`src/scr_pkg.sv`:
```
// Constants for the system configuration register bank
package scr_pkg;
	localparam logic [7:0] MODCFG_ADDR       = 8'h00;
	localparam logic [7:0] PAGE_ADDR         = 8'h01;
	localparam logic [7:0] COPY_ADDR         = 8'h02;
	localparam int         SHADOW_OFF_BIT    = 0;
	localparam int         HOST_SHARED_BIT   = 1;
	localparam int         WIDE_BUS_BIT      = 2;
	localparam int         ADDR15_BIT        = 3;
	localparam int         IO_EXP_BIT        = 4;
	localparam int         CLK_OUT_BIT       = 5;
	localparam int         TEST_HOOK_BIT     = 6;
	localparam logic [7:0] MODCFG_RESET      = 8'h00;
	localparam logic [7:0] MODCFG_WR_MASK    = 8'h3F;
	localparam logic [7:0] PAGE_RESET        = 8'h00;
	localparam logic [7:0] PAGE_WR_MASK      = 8'hFF;
	localparam logic [2:0] PAGE_FIELD_MASK   = 3'h7;
	localparam logic [18:0] BASE_SHADOW_ADDR = 19'h00000;
	localparam logic [18:0] BASE_MEM_ADDR    = 19'h10000;
	typedef enum logic [1:0] {
		SCR_ENV_INT_ROM,
		SCR_ENV_EXT_ROM,
		SCR_ENV_DEV
	} scr_env_t;
endpackage : scr_pkg

```
`src/scr_pin_mux.sv`:
```
// One multiplexed pin: port logic or alternate function
`timescale 1ns/100ps
module scr_pin_mux (
	// Select
	input  wire logic i_dedicated,
	input  wire logic i_alt_en,
	// Port side
	input  wire logic i_port_out,
	input  wire logic i_port_oe,
	// Alternate side
	input  wire logic i_alt_out,
	input  wire logic i_alt_oe,
	// Pad
	output logic      o_pad_out,
	output logic      o_pad_oe,
	output logic      o_alt_active
);
	wire use_alt = i_dedicated | i_alt_en;
	assign o_alt_active = use_alt;
	assign o_pad_out    = use_alt ? i_alt_out : i_port_out;
	assign o_pad_oe     = use_alt ? i_alt_oe : i_port_oe;
endmodule : scr_pin_mux

```
`src/scr_config_regs.sv`:
```
// System configuration registers with pin and address routing
//
// Local design decisions: the placing of the registers and the address-and-strobe port.
`timescale 1ns/100ps
module scr_config_regs (
	// Clock and reset
	input  wire logic            i_sys_clk,
	input  wire logic            i_srst,
	// Register port
	input  wire logic [7:0]      i_addr,
	input  wire logic [7:0]      i_wdata,
	input  wire logic            i_wr,
	input  wire logic            i_rd,
	output logic      [7:0]      o_rdata,
	// Environment and mode
	input  wire scr_pkg::scr_env_t i_env,
	input  wire logic            i_active_mode,
	input  wire logic            i_test_hook_pin,
	input  wire logic            i_shared_bios_strap_n,
	// Core and host address
	input  wire logic [15:0]     i_core_addr,
	input  wire logic            i_host_access,
	input  wire logic [18:0]     i_host_addr,
	output logic      [18:0]     o_mem_addr,
	output logic                 o_host_access_allowed,
	output logic                 o_external_enable,
	output logic                 o_base_shadow_active,
	output logic                 o_external_wide_bus,
	output logic                 o_port_f_byte_alt,
	// Port G pins, bits zero to two and four
	input  wire logic [3:0]      i_port_g_out,
	input  wire logic [3:0]      i_port_g_oe,
	input  wire logic            i_io_expansion_strobe,
	input  wire logic            i_addr15,
	input  wire logic            i_high_byte_write_strobe,
	output logic      [3:0]      o_pad_g_out,
	output logic      [3:0]      o_pad_g_oe,
	// Port B fixed pins
	output logic                 o_port_b_bit_five_oe,
	output logic                 o_port_b_bit_five_data,
	output logic                 o_port_b_bit_six_oe,
	output logic                 o_port_b_bit_six_alt,
	// Copy for development boards
	output logic      [7:0]      o_module_configuration_copy
);
	logic [7:0] module_configuration;
	logic [7:0] shared_memory_page;
	logic [7:0] next_module_configuration;
	logic [7:0] next_shared_memory_page;
	logic       test_hook_meta;
	logic       test_hook_sync;
	logic       strap_meta;
	logic       strap_sync;
	logic       strap_done;
	logic       active_meta;
	logic       active_sync;

	// Pins are asynchronous to the core clock
	always_ff @(posedge i_sys_clk) begin
		test_hook_meta <= i_test_hook_pin;
		test_hook_sync <= test_hook_meta;
		strap_meta     <= i_shared_bios_strap_n;
		strap_sync     <= strap_meta;
		active_meta    <= i_active_mode;
		active_sync    <= active_meta;
	end

	wire sel_cfg   = (i_addr == scr_pkg::MODCFG_ADDR);
	wire sel_page  = (i_addr == scr_pkg::PAGE_ADDR);
	wire sel_copy  = (i_addr == scr_pkg::COPY_ADDR);
	wire cfg_write = i_wr & sel_cfg & active_sync;
	wire page_write = i_wr & sel_page;
	// Strap is caught once, on the first clock after reset is released, from the second synchroniser stage
	wire strap_hit = ~strap_done & ~strap_sync;

	function automatic logic [7:0] merge(input logic [7:0] old, input logic [7:0] wd,
			input logic [7:0] mask);
		merge = (old & ~mask) | (wd & mask);
	endfunction : merge

	// Reserved and test bits ignore writes; test bit is read from the pin
	always_comb begin
		next_module_configuration = module_configuration;
		if (cfg_write) begin
			next_module_configuration = merge(module_configuration, i_wdata,
				scr_pkg::MODCFG_WR_MASK);
		end
		if (strap_hit) begin
			next_module_configuration[scr_pkg::ADDR15_BIT] = 1'b1;
		end
	end

	assign next_shared_memory_page = page_write ?
		merge(shared_memory_page, i_wdata, scr_pkg::PAGE_WR_MASK) : shared_memory_page;

	// Idle mode leaves the configuration untouched but for the strap's address-15 bit: no write path; the page register is written in any mode
	always_ff @(posedge i_sys_clk) begin
		if (i_srst) begin
			module_configuration <= scr_pkg::MODCFG_RESET;
			shared_memory_page   <= scr_pkg::PAGE_RESET;
			strap_done           <= 1'b0;
		end else begin
			module_configuration <= next_module_configuration;
			shared_memory_page   <= next_shared_memory_page;
			strap_done           <= 1'b1;
		end
	end

	wire [7:0] cfg_view = {1'b0, test_hook_sync, module_configuration[5:0]};
	wire [7:0] read_mux = sel_cfg ? cfg_view :
		sel_page ? shared_memory_page :
		sel_copy ? cfg_view : 8'h00;

	always_ff @(posedge i_sys_clk) begin
		if (i_srst) begin
			o_rdata <= 8'h00;
		end else begin
			o_rdata <= i_rd ? read_mux : 8'h00;
		end
	end

	wire shadow_off = module_configuration[scr_pkg::SHADOW_OFF_BIT];
	wire host_en    = module_configuration[scr_pkg::HOST_SHARED_BIT];
	wire wide_bus   = module_configuration[scr_pkg::WIDE_BUS_BIT];
	wire host_ok    = shadow_off & host_en;
	wire dedicated  = (i_env != scr_pkg::SCR_ENV_INT_ROM);

	assign o_external_enable     = shadow_off;
	assign o_base_shadow_active  = ~shadow_off;
	assign o_host_access_allowed = host_ok;
	assign o_external_wide_bus   = wide_bus;
	assign o_port_f_byte_alt     = dedicated | wide_bus;
	assign o_module_configuration_copy = cfg_view;

	// Host address replaces the whole memory address only on an allowed host cycle
	wire [18:0] core_mem_addr = {shared_memory_page[2:0] & scr_pkg::PAGE_FIELD_MASK,
		i_core_addr};
	assign o_mem_addr = (i_host_access & host_ok) ? i_host_addr : core_mem_addr;

	wire [3:0] alt_en = {wide_bus,
		module_configuration[scr_pkg::CLK_OUT_BIT],
		module_configuration[scr_pkg::ADDR15_BIT],
		module_configuration[scr_pkg::IO_EXP_BIT]};
	wire [3:0] alt_out = {i_high_byte_write_strobe, i_sys_clk, i_addr15,
		i_io_expansion_strobe};

	genvar gi;
	generate
		for (gi = 0; gi < 4; gi++) begin : g_pin
			scr_pin_mux u_mux (
				.i_dedicated  (dedicated),
				.i_alt_en     (alt_en[gi]),
				.i_port_out   (i_port_g_out[gi]),
				.i_port_oe    (i_port_g_oe[gi]),
				.i_alt_out    (alt_out[gi]),
				.i_alt_oe     (1'b1),
				.o_pad_out    (o_pad_g_out[gi]),
				.o_pad_oe     (o_pad_g_oe[gi]),
				.o_alt_active ()
			);
		end
	endgenerate

	assign o_port_b_bit_five_oe   = 1'b1;
	assign o_port_b_bit_five_data = 1'b1;
	assign o_port_b_bit_six_oe    = 1'b1;
	assign o_port_b_bit_six_alt   = 1'b1;

	// Reset values, register storage and read-back
	a_reset_clears: assert property (
		@(posedge i_sys_clk)
		i_srst |=> module_configuration == scr_pkg::MODCFG_RESET)
		else $error("config not cleared by reset");

	a_page_reset: assert property (
		@(posedge i_sys_clk)
		i_srst |=> shared_memory_page == scr_pkg::PAGE_RESET)
		else $error("page not cleared by reset");

	a_rdata_idle: assert property (
		@(posedge i_sys_clk)
		(i_srst | ~i_rd) |=> o_rdata == 8'h00)
		else $error("read data not idle");

	a_idle_no_write: assert property (
		@(posedge i_sys_clk) disable iff (i_srst)
		(i_wr & sel_cfg & ~active_sync & strap_done) |=> $stable(module_configuration))
		else $error("config changed outside active mode");

	a_active_write: assert property (
		@(posedge i_sys_clk) disable iff (i_srst)
		(cfg_write & strap_done) |=> module_configuration[5:0] == $past(i_wdata[5:0]))
		else $error("config write lost");

	a_page_write: assert property (
		@(posedge i_sys_clk) disable iff (i_srst)
		page_write |=> shared_memory_page == $past(i_wdata))
		else $error("page write lost");

	a_test_readonly: assert property (
		@(posedge i_sys_clk) disable iff (i_srst)
		module_configuration[7:6] == 2'b00)
		else $error("read-only bits stored");

	a_hook_view: assert property (
		@(posedge i_sys_clk) disable iff (i_srst)
		o_module_configuration_copy[7:6] == {1'b0, test_hook_sync})
		else $error("test flag view wrong");

	a_cfg_read: assert property (
		@(posedge i_sys_clk) disable iff (i_srst)
		(i_rd & sel_cfg) |=> o_rdata == $past(cfg_view))
		else $error("config read wrong");

	a_read_timing: assert property (
		@(posedge i_sys_clk) disable iff (i_srst)
		(i_rd & sel_page) |=> o_rdata == $past(shared_memory_page))
		else $error("page read wrong");

	a_copy_read: assert property (
		@(posedge i_sys_clk) disable iff (i_srst)
		(i_rd & sel_copy) |=> o_rdata == $past(o_module_configuration_copy))
		else $error("copy read wrong");

	// Memory map and host gating
	a_shadow_map: assert property (
		@(posedge i_sys_clk) disable iff (i_srst)
		o_external_enable != o_base_shadow_active)
		else $error("shadow and external both on or off");

	a_host_gate: assert property (
		@(posedge i_sys_clk) disable iff (i_srst)
		o_host_access_allowed |-> (shadow_off && host_en))
		else $error("host allowed without both bits");

	a_host_blocked: assert property (
		@(posedge i_sys_clk) disable iff (i_srst)
		~host_en |-> ~o_host_access_allowed)
		else $error("host allowed with enable clear");

	a_blocked_host: assert property (
		@(posedge i_sys_clk) disable iff (i_srst)
		(i_host_access & ~host_ok) |-> o_mem_addr[15:0] == i_core_addr)
		else $error("blocked host reached memory");

	a_wide_port_f: assert property (
		@(posedge i_sys_clk) disable iff (i_srst)
		o_external_wide_bus |-> o_port_f_byte_alt)
		else $error("wide bus without port F");

	a_page_addr: assert property (
		@(posedge i_sys_clk) disable iff (i_srst)
		~i_host_access |-> o_mem_addr[18:16] == shared_memory_page[2:0])
		else $error("page bits not on address");

	a_host_addr: assert property (
		@(posedge i_sys_clk) disable iff (i_srst)
		(i_host_access & host_ok) |-> o_mem_addr == i_host_addr)
		else $error("host address not used");

	// Pin routing
	a_dedicated_pins: assert property (
		@(posedge i_sys_clk) disable iff (i_srst)
		dedicated |-> o_pad_g_oe == 4'hF)
		else $error("dedicated pins not driven");

	a_dedicated_route: assert property (
		@(posedge i_sys_clk) disable iff (i_srst)
		dedicated |-> o_pad_g_out[3] == i_high_byte_write_strobe &&
			o_pad_g_out[1:0] == {i_addr15, i_io_expansion_strobe})
		else $error("dedicated pins not on alternate");

	a_wide_pin: assert property (
		@(posedge i_sys_clk) disable iff (i_srst)
		o_external_wide_bus |-> o_pad_g_oe[3] &&
			o_pad_g_out[3] == i_high_byte_write_strobe)
		else $error("wide bus strobe pin wrong");

	a_addr15_pin: assert property (
		@(posedge i_sys_clk) disable iff (i_srst)
		~dedicated |-> o_pad_g_out[1] == (module_configuration[scr_pkg::ADDR15_BIT] ?
			i_addr15 : i_port_g_out[1]))
		else $error("address-15 pin wrong");

	a_strap_a15: assert property (
		@(posedge i_sys_clk) disable iff (i_srst)
		strap_hit |=> module_configuration[scr_pkg::ADDR15_BIT])
		else $error("strap did not set address-15 bit");

	a_io_strobe_pin: assert property (
		@(posedge i_sys_clk) disable iff (i_srst)
		~dedicated |-> o_pad_g_out[0] == (module_configuration[scr_pkg::IO_EXP_BIT] ?
			i_io_expansion_strobe : i_port_g_out[0]))
		else $error("expansion strobe pin wrong");

	a_clock_pin: assert property (
		@(posedge i_sys_clk) disable iff (i_srst)
		~dedicated |-> o_pad_g_oe[2] == (module_configuration[scr_pkg::CLK_OUT_BIT] |
			i_port_g_oe[2]))
		else $error("clock pin enable wrong");

	a_port_b_five: assert property (
		@(posedge i_sys_clk) disable iff (i_srst)
		o_port_b_bit_five_oe && o_port_b_bit_five_data)
		else $error("port B five not output high");

	a_port_b_six: assert property (
		@(posedge i_sys_clk) disable iff (i_srst)
		o_port_b_bit_six_oe && o_port_b_bit_six_alt)
		else $error("port B six not alternate output");

	c_cfg_write: cover property (
		@(posedge i_sys_clk) disable iff (i_srst)
		cfg_write);

	c_host_ok: cover property (
		@(posedge i_sys_clk) disable iff (i_srst)
		i_host_access & host_ok);

	c_idle_blocked: cover property (
		@(posedge i_sys_clk) disable iff (i_srst)
		i_wr & sel_cfg & ~active_sync);

	c_strap_set: cover property (
		@(posedge i_sys_clk) disable iff (i_srst)
		strap_hit);

	c_dedicated: cover property (
		@(posedge i_sys_clk) disable iff (i_srst)
		dedicated & cfg_write);
endmodule : scr_config_regs

```
`config.mk`:
```
export PLATFORM = sky130hd
export DESIGN_NAME = scr_config_regs
export DESIGN_NICKNAME = d
export VERILOG_FILES = /design/src/scr_pkg.sv /design/src/scr_pin_mux.sv /design/src/scr_config_regs.sv
export SDC_FILE = /design/constraint.sdc
export NUM_CORES = 1
export LEC_CHECK = 0
export BUFFER_PORTS_ARGS = -buffer_cell sky130_fd_sc_hd__buf_4
export CORE_AREA = 2 2 61 68
export CTS_BUF_LIST = sky130_fd_sc_hd__clkbuf_4
export CTS_CLUSTER_SIZE = 40
export DETAILED_ROUTE_END_ITERATION = 8
export DIE_AREA = 0 0 63 70
export PLACE_DENSITY = 0.84
export RECOVER_POWER = 100
export SLEW_MARGIN = 20
export SYNTH_ARGS = -nofsm -noshare
export SYNTH_HDL_FRONTEND = slang
export SYNTH_SLANG_ARGS = --single-unit
```
`constraint.sdc`:
```
create_clock -name i_sys_clk -period 4.7 [get_ports i_sys_clk]
set_clock_uncertainty 0.2 [all_clocks]
set_input_delay 0.47 -clock i_sys_clk [delete_from_list [all_inputs] [get_ports i_sys_clk]]
set_output_delay 0.47 -clock i_sys_clk [all_outputs]
set_load 0.02 [all_outputs]
```
Word-level counts from Yosys, hierarchy flattened
Index checks and enable logic that the tools add are counted.
Widths: inputs -> output; s select.
- flip-flop bits (word level): 31
- latch bits: 0
- memory bits (writable): 0
- memory bits (read-only): 0
- input bits: 72
- output and inout bits: 52
- word-level logic and storage cells: 49
- memories: 0
- add/sub/neg operators: 0
- multiply operators: 0
- divide/modulo/power cells: 0
- magnitude comparators: 0
- eq/ne operators: 2
- shift operators: 0
- multiplexer cells: 15
- bitwise gates (word level): 15
- reductions and logical operators: 5
- operator list (operator ; number):
    $mux 19 ; 1
    $mux 7 ; 2
    $mux 1 ; 10
    $eq 8x1->1 const B ; 1
    $eq 8x2->1 const B ; 1
    $logic_not 8->1 ; 1
    $mux 8 ; 1
    $or 8x6->8 ; 1
    $and 1x1->1 ; 6
    $mux 4 ; 1
    $not 1->1 ; 4
    $or 1x1->1 ; 4
    $reduce_bool 2->1 ; 2
    $reduce_or 3->1 ; 1
    $reduce_or 2->1 ; 1

Depth between registers and ports, before layout
Gate-level depths: netlist of run 1.
- depth after elaboration: 5
- mapped depth: 5
- depth with buffers taken out: 3

Cells and area by module
A second synthesis of run 1 with hierarchy kept.
- cell total of the unflattened synthesis: 154
- area total of the unflattened synthesis: 1529.0 um2
- modules (own cells, without submodules) (module ; instances ; cells an instance ; area each (um2) ; sequential area each (um2)):
    scr_config_regs ; 1 ; 138 ; 1398.8 ; 580.6
    scr_pin_mux ; 4 ; 4 ; 32.5 ; 0.0

==> results by group, run 1 <==
Status
  • Status: finished, final reports clean

Clock network
  • TritonCTS clock tree: yes
  • Clock-pin slew on the worst setup and hold paths: 0.09 ns
  • Later-pin clock latency in the skew report: 0.44 ns
  • Post-CTS Resized: 0

Layout
  • Final standard cell count with taps included and fillers excluded: 328
  • Final net count: 348
  • Share of the core filled with cells: around three fifths
  • Fillers: ~420
  • Fraction of final layout cells sized beyond drive strength 1: 37.68%
  • Most frequent cells in the layout: buf_4, clkbuf_1, dfxtp_1
  • Area added between synthesis and finish: 43.99%
  • Sequential standard cell area: slightly below 600 µm²
  • Most common cell after layout, fill and taps aside: buf_4
  • Diode insertion count for antenna repair: 0
  • Area used by multi-input combinational logic: 797.0 µm²

STA
  • Endpoints failing setup: 0
  • Pins over their slew limit: 0
  • Slew @ Worst Pin: between 0.7 and 0.8 ns
  • Number of endpoints with negative hold slack in the final report: 0
  • Worst hold slack: 0.08823 ns
  • Relative max-transition margin: 49.28%
  • RSZ-0062 raised after global routing: no
  • Final TNS setup: 0 ns

Floorplan
  • IO Pins: 124
  • Core Rows: 24
  • Core outline area: between 3000 and 4000 µm²
  • Die Span X: 63 µm
  • Die span in y: ~70 µm
  • Initial Utilization: 41.24%
  • Full die area: 4410 µm²

Global route
  • Antenna violations before repair: 0
  • GRT Overall Usage: 21.24%
  • Maximum number of pins on one net before global-route repair: 20
  • GRT overflow: 0
  • Global-route wire length before repair: 7.148 mm
  • Via count of the first global-routing pass: 1600

Job
  • Number of violations of the max-capacitance limit: 0

Logic synthesis
  • Biggest area contributors in the synthesized netlist: dfxtp_1, mux2_2, buf_4
  • Synth async-reset ratio: 0%
  • Post-Synthesis Mean Instance Area: 9.197 µm²
  • Sequential element share of the synthesized area: 36.91%
  • Number of different library cells in the post-synthesis netlist: 27
  • Share of Yosys cell area claimed by the top area cell type: 36.91%
  • Leading register cell type out of synthesis: dfxtp_1
  • Register bit count reported by yosys: 29
  • Top cell type by total area after synthesis: dfxtp_1
  • Area of the mapped netlist: 1573 µm²
  • Post-Syn Instances: about 170
  • Yosys Warn Count: 0
  • Number of synthesized flops with an enable pin: 0

Place
  • Count of placed standard cells including taps: 315
  • Placed wire-length estimate: approximately 3.4 mm
  • Final RePlAce weighted congestion: 0.8003
  • Number of buffer cells added on primary ports: roughly 120

Min path
  • Class of the tightest hold or removal check: in -> reg
  • Beginning of the worst hold path: i_wdata[7]

Power and ir drop
  • Maximum ir drop on the vdd rail: 188.0 µV
  • Power, Total: 555.7 µW
  • Leakage: 0.8887 nW
  • Power density over the cells: roughly 250 nW/µm²

Worst setup path
  • Worst-path maximum fanout: 2
  • CP arrival: ~3.0 ns
  • Path type of the worst setup path: clk -> out
  • FF-to-FF Start: active_sync
  • Setup crit start kind: clock port
  • Worst path required time: around 4.0 ns
  • Launch point of the worst path: i_sys_clk
  • Type of destination of the critical path: output port

Routing
  • Routed wire per std cell: 14.31 µm
  • Number of search-and-repair iterations in the first detailed-routing pass: 4
  • # DRC: 0
  • Post-DRT Antenna Nets: 0
  • Final wirelength: 4.695 mm
  • Total vias in the final route: 1663
  • 1st-iter DRT viols: 76
  • Routed vias/inst: ~5
[per-layer routing]
layer,global-route usage (%),share of wire (%)
met2,33.81,51
met1,24.32,40
met3,8.535,7.1
met4,11.11,2.7
met5,0,0
[cell families (layout without fill, tap and decap cells)]
logic type      after synthesis  after routing  synth area share [%]
buf+inv                      33            135                 13.28
other cells                   2              5                0.4775
simple gates                 48             48                 18.85
mux                          23             23                 16.47
compound gates               36             36                 14.00
flops                        29             29                 36.91
[critical path: stages]
cell	delay, ns
clkbuf_4	0.11
clkbuf_4	0.12
mux2_2	0.25
clkbuf_1	0.17
[final timing paths]
check	endpoint	slack (ns)	depth (start not counted)
setup / recovery	o_pad_g_out[2]	1.03	4
hold reg to reg	test_hook_sync	0.12	0
hold / removal	shared_memory_page[7]	0.09	3
setup reg to reg	module_configuration[3]	3.32	3
[state kept, by name (all words and copies together) (netlist names)]
name and cells:
active_meta 1, active_sync 1, module_configuration 6, o_rdata 8, shared_memory_page 8, strap_done 1
strap_meta 1, strap_sync 1, test_hook_meta 1, test_hook_sync 1
[layout make-up]
class                      count  area share [%]
tap                           52           2.873
timing repair buffer         121           32.49
clock buffer                  10           3.149
multi-input combinational    112           35.19
sequential                    29           25.64
clock inverter                 1          0.1657
inverter                       3          0.4972
[cell usage after synthesis, drive strengths merged (3+ instances only)]
cell,instances
mux2,23
nand2b,4
nand3b,7
a21oi,21
o31ai,13
buf,26
clkbuf,4
nor3,4
nand2,9
nand4,14
dfxtp,29
inv,3
[what timing repair did]
| action | in CTS | in global routing |
|---|---|---|
| endpoints found under the hold margin | 3 | 0 |
| setup buffers | 0 | 0 |
| hold buffers | 3 | 0 |
| setup endpoints to repair | 0 | 0 |
[where the power goes]
part           switching (mW)  total (mW)  internal, mW
Clock                   0.102       0.198        0.0959
Sequential            0.00171       0.251         0.249
Combinational          0.0521       0.106        0.0543
[metrics by stage]
| stage | setup slack [ns] | cell area [µm²] |
|---|---|---|
| final | 1.029 | 2265 |
| after global routing | 1.007 | 2265 |
| after CTS | 1.037 | 2446 |
| after detailed placement | 1.290 | 2345 |
| after global placement | 1.290 | 2345 |
| after floorplan | 1.290 | 1584 |
Power figures use the tool's default switching activity.
==> inputs of run 2 (changes only) <==
Settings changed: CORE_AREA 2 2 61 68 to 2 2 63 70, DIE_AREA 0 0 63 70 to 0 0 65 72, PLACE_DENSITY 0.84 to 0.8.
Clock period 4.7 ns to 3.7 ns, I/O delays scaled along.
==> results by group, run 2 (synthesis gave the netlist of run 1 again) <==
Status
  • Status: finished, final reports clean

Floorplan
  • Core outline area: 3934 µm² (+3.1%)
  • Die Span X: 65 µm (+3.2%)
  • Initial Utilization: 39.98% (-1.3 points)
  • Full die area: 4680 µm² (+6.1%)
  • IO Pins: 124 (unchanged)
  • Die span in y: 72 µm (+2.9%)
  • Core Rows: 24 (unchanged)

Place
  • Pre-CTS setup slack: 0.8900 ns (-0.4000 ns)
  • Post-Place Cell Area: 2345 µm² (unchanged)
  • Placed wire-length estimate: 3.634 mm (+5.8%)
  • Number of buffer cells added on primary ports: 118 (unchanged)
  • Final RePlAce weighted congestion: 0.7678 (-4.1%)
  • Count of placed standard cells including taps: 315 (unchanged)

STA
  • Number of endpoints with negative hold slack in the final report: 0 (unchanged)
  • Slew @ Worst Pin: 0.7712 ns (+0.01222 ns)
  • Endpoints failing setup: 0 (unchanged)
  • Pins over their slew limit: 0 (unchanged)
  • Final setup slack of the worst path: 0.6413 ns (-0.3877 ns)
  • Relative max-transition margin: 48.46% (-0.82 points)
  • RSZ-0062 raised after global routing: no
  • Final TNS setup: 0 ns (unchanged)

Layout
  • Area of all placed cells without fillers: 2460 µm² (+8.6%)
  • Area added between synthesis and finish: 56.40%
  • Share of the core filled with cells: 62.53% (+3.1 points)
  • Final net count: 360 (+3.4%)
  • Final standard cell count with taps included and fillers excluded: 341 (+4.0%)
  • Regs by FF count: o_rdata x8, shared_memory_page x8, module_configuration x6
  • Fraction of final layout cells sized beyond drive strength 1: 37.37% (-0.31 points)
  • Most frequent cells in the layout: buf_4, clkbuf_1, dfxtp_1
  • Most common cell after layout, fill and taps aside: buf_4
  • Diode insertion count for antenna repair: 0 (unchanged)

Worst setup path
  • Worst path required time: 3.13 ns (-0.90 ns)
  • Type of destination of the critical path: output port
  • Launch point of the worst path: i_sys_clk
  • Worst setup slack for register-to-register paths: 2.29 ns (-1.03 ns)
  • Setup crit start kind: clock port
  • CP arrival: 2.49 ns (-0.51 ns)
  • R2R depth: 3 (unchanged)
  • Path type of the worst setup path: clk -> out
  • Worst-path maximum fanout: 2 (unchanged)
  • FF-to-FF Start: shared_memory_page[2]

Power and ir drop
  • Leakage: 0.9889 nW (+11%)
  • Power density over the cells: 350.2 nW/µm² (+43%)
  • Maximum ir drop on the vdd rail: 272.5 µV (+45%)

Min path
  • Hold path depth: 3 (unchanged)
  • Class of the tightest hold or removal check: in -> reg
  • Beginning of the worst hold path: i_addr[0]

Routing
  • Routed vias/inst: 4.956 (-2.3%)
  • Post-DRT Antenna Nets: 0 (unchanged)
  • Number of search-and-repair iterations in the first detailed-routing pass: 4 (unchanged)
  • Total vias in the final route: 1690 (+1.6%)
  • Routed wire per std cell: 15.03 µm (+5.0%)
  • Final wirelength: 5.126 mm (+9.2%)
  • 1st-iter DRT viols: 86 (+13%)
  • # DRC: 0 (unchanged)

Job
  • Number of violations of the max-capacitance limit: 0 (unchanged)

Global route
  • Via count of the first global-routing pass: 1644 (+2.8%)
  • Global-route wire length before repair: 7.548 mm (+5.6%)
  • Maximum number of pins on one net before global-route repair: 20 (unchanged)
  • GRT overflow: 0 (unchanged)
  • GRT Overall Usage: 21.58% (+0.34 points)
  • Antenna violations before repair: 0 (unchanged)

Clock network
  • Later-pin clock latency in the skew report: 0.44 ns (about the same)
  • Post-CTS Resized: 0 (unchanged)
  • TritonCTS clock tree: yes
  • Clock-pin slew on the worst setup and hold paths: 0.10 ns (about the same)
==> run 2: cell count changes in the layout (fill, tap and decap cells not counted), sizes merged <==
cell         previous run  this run
clkbuf                 62        56
dlygate4sd3             3        15
bufinv                  0         2
buf                    66        71
==> run 2: metrics by stage <==
stage	power [mW]	hold slack [ns]
floorplan	0.4284	0.1096
global placement	0.5037	0.1121
detailed placement	0.5068	0.1154
CTS	0.8903	0.05604
global route	0.8956	0.06771
finish	0.8615	0.07862
==> run 2: final timing paths <==
kind | to
hold reg to reg | strap_sync
setup reg to reg | shared_memory_page[2]
setup / recovery | o_pad_g_out[2]
hold / removal | o_rdata[7]
==> run 2: report_power, final <==
part           internal, mW  leakage [nW]  switching (mW)
clock                 0.255        0.0739           0.141
sequential            0.317         0.236         0.00220
combinational        0.0770         0.679          0.0701
==> run 2: final cells by class <==
type                            instances  area, µm²
Fill cell                             402       1474
Timing Repair Buffer                  133      870.8
Multi-Input combinational cell        112      803.3
Sequential cell                        29      580.6
Clock inverter                          3      65.06
Tap cell                               52      65.06
Clock buffer                            9      63.81
Inverter                                3      11.26
==> run 2: worst max-delay path: stages <==
cell and delay [ns]:
clkbuf_4 0.11, clkbuf_4 0.12, mux2_2 0.25, clkbuf_1 0.17
==> run 2: routing by layer <==
metal	up-vias	wire [µm]	GRT usage [%]
met5	-	0	0
met2	66	2753	36.77
met3	13	276	8.062
li1	838	-	-
met4	0	118	9.220
met1	773	1979	24.08
==> run 2: what timing repair did <==
item,4_1_cts,5_1_grt
setup buffers,0,0
hold buffers,15,0
hold endpoints to repair,19,0
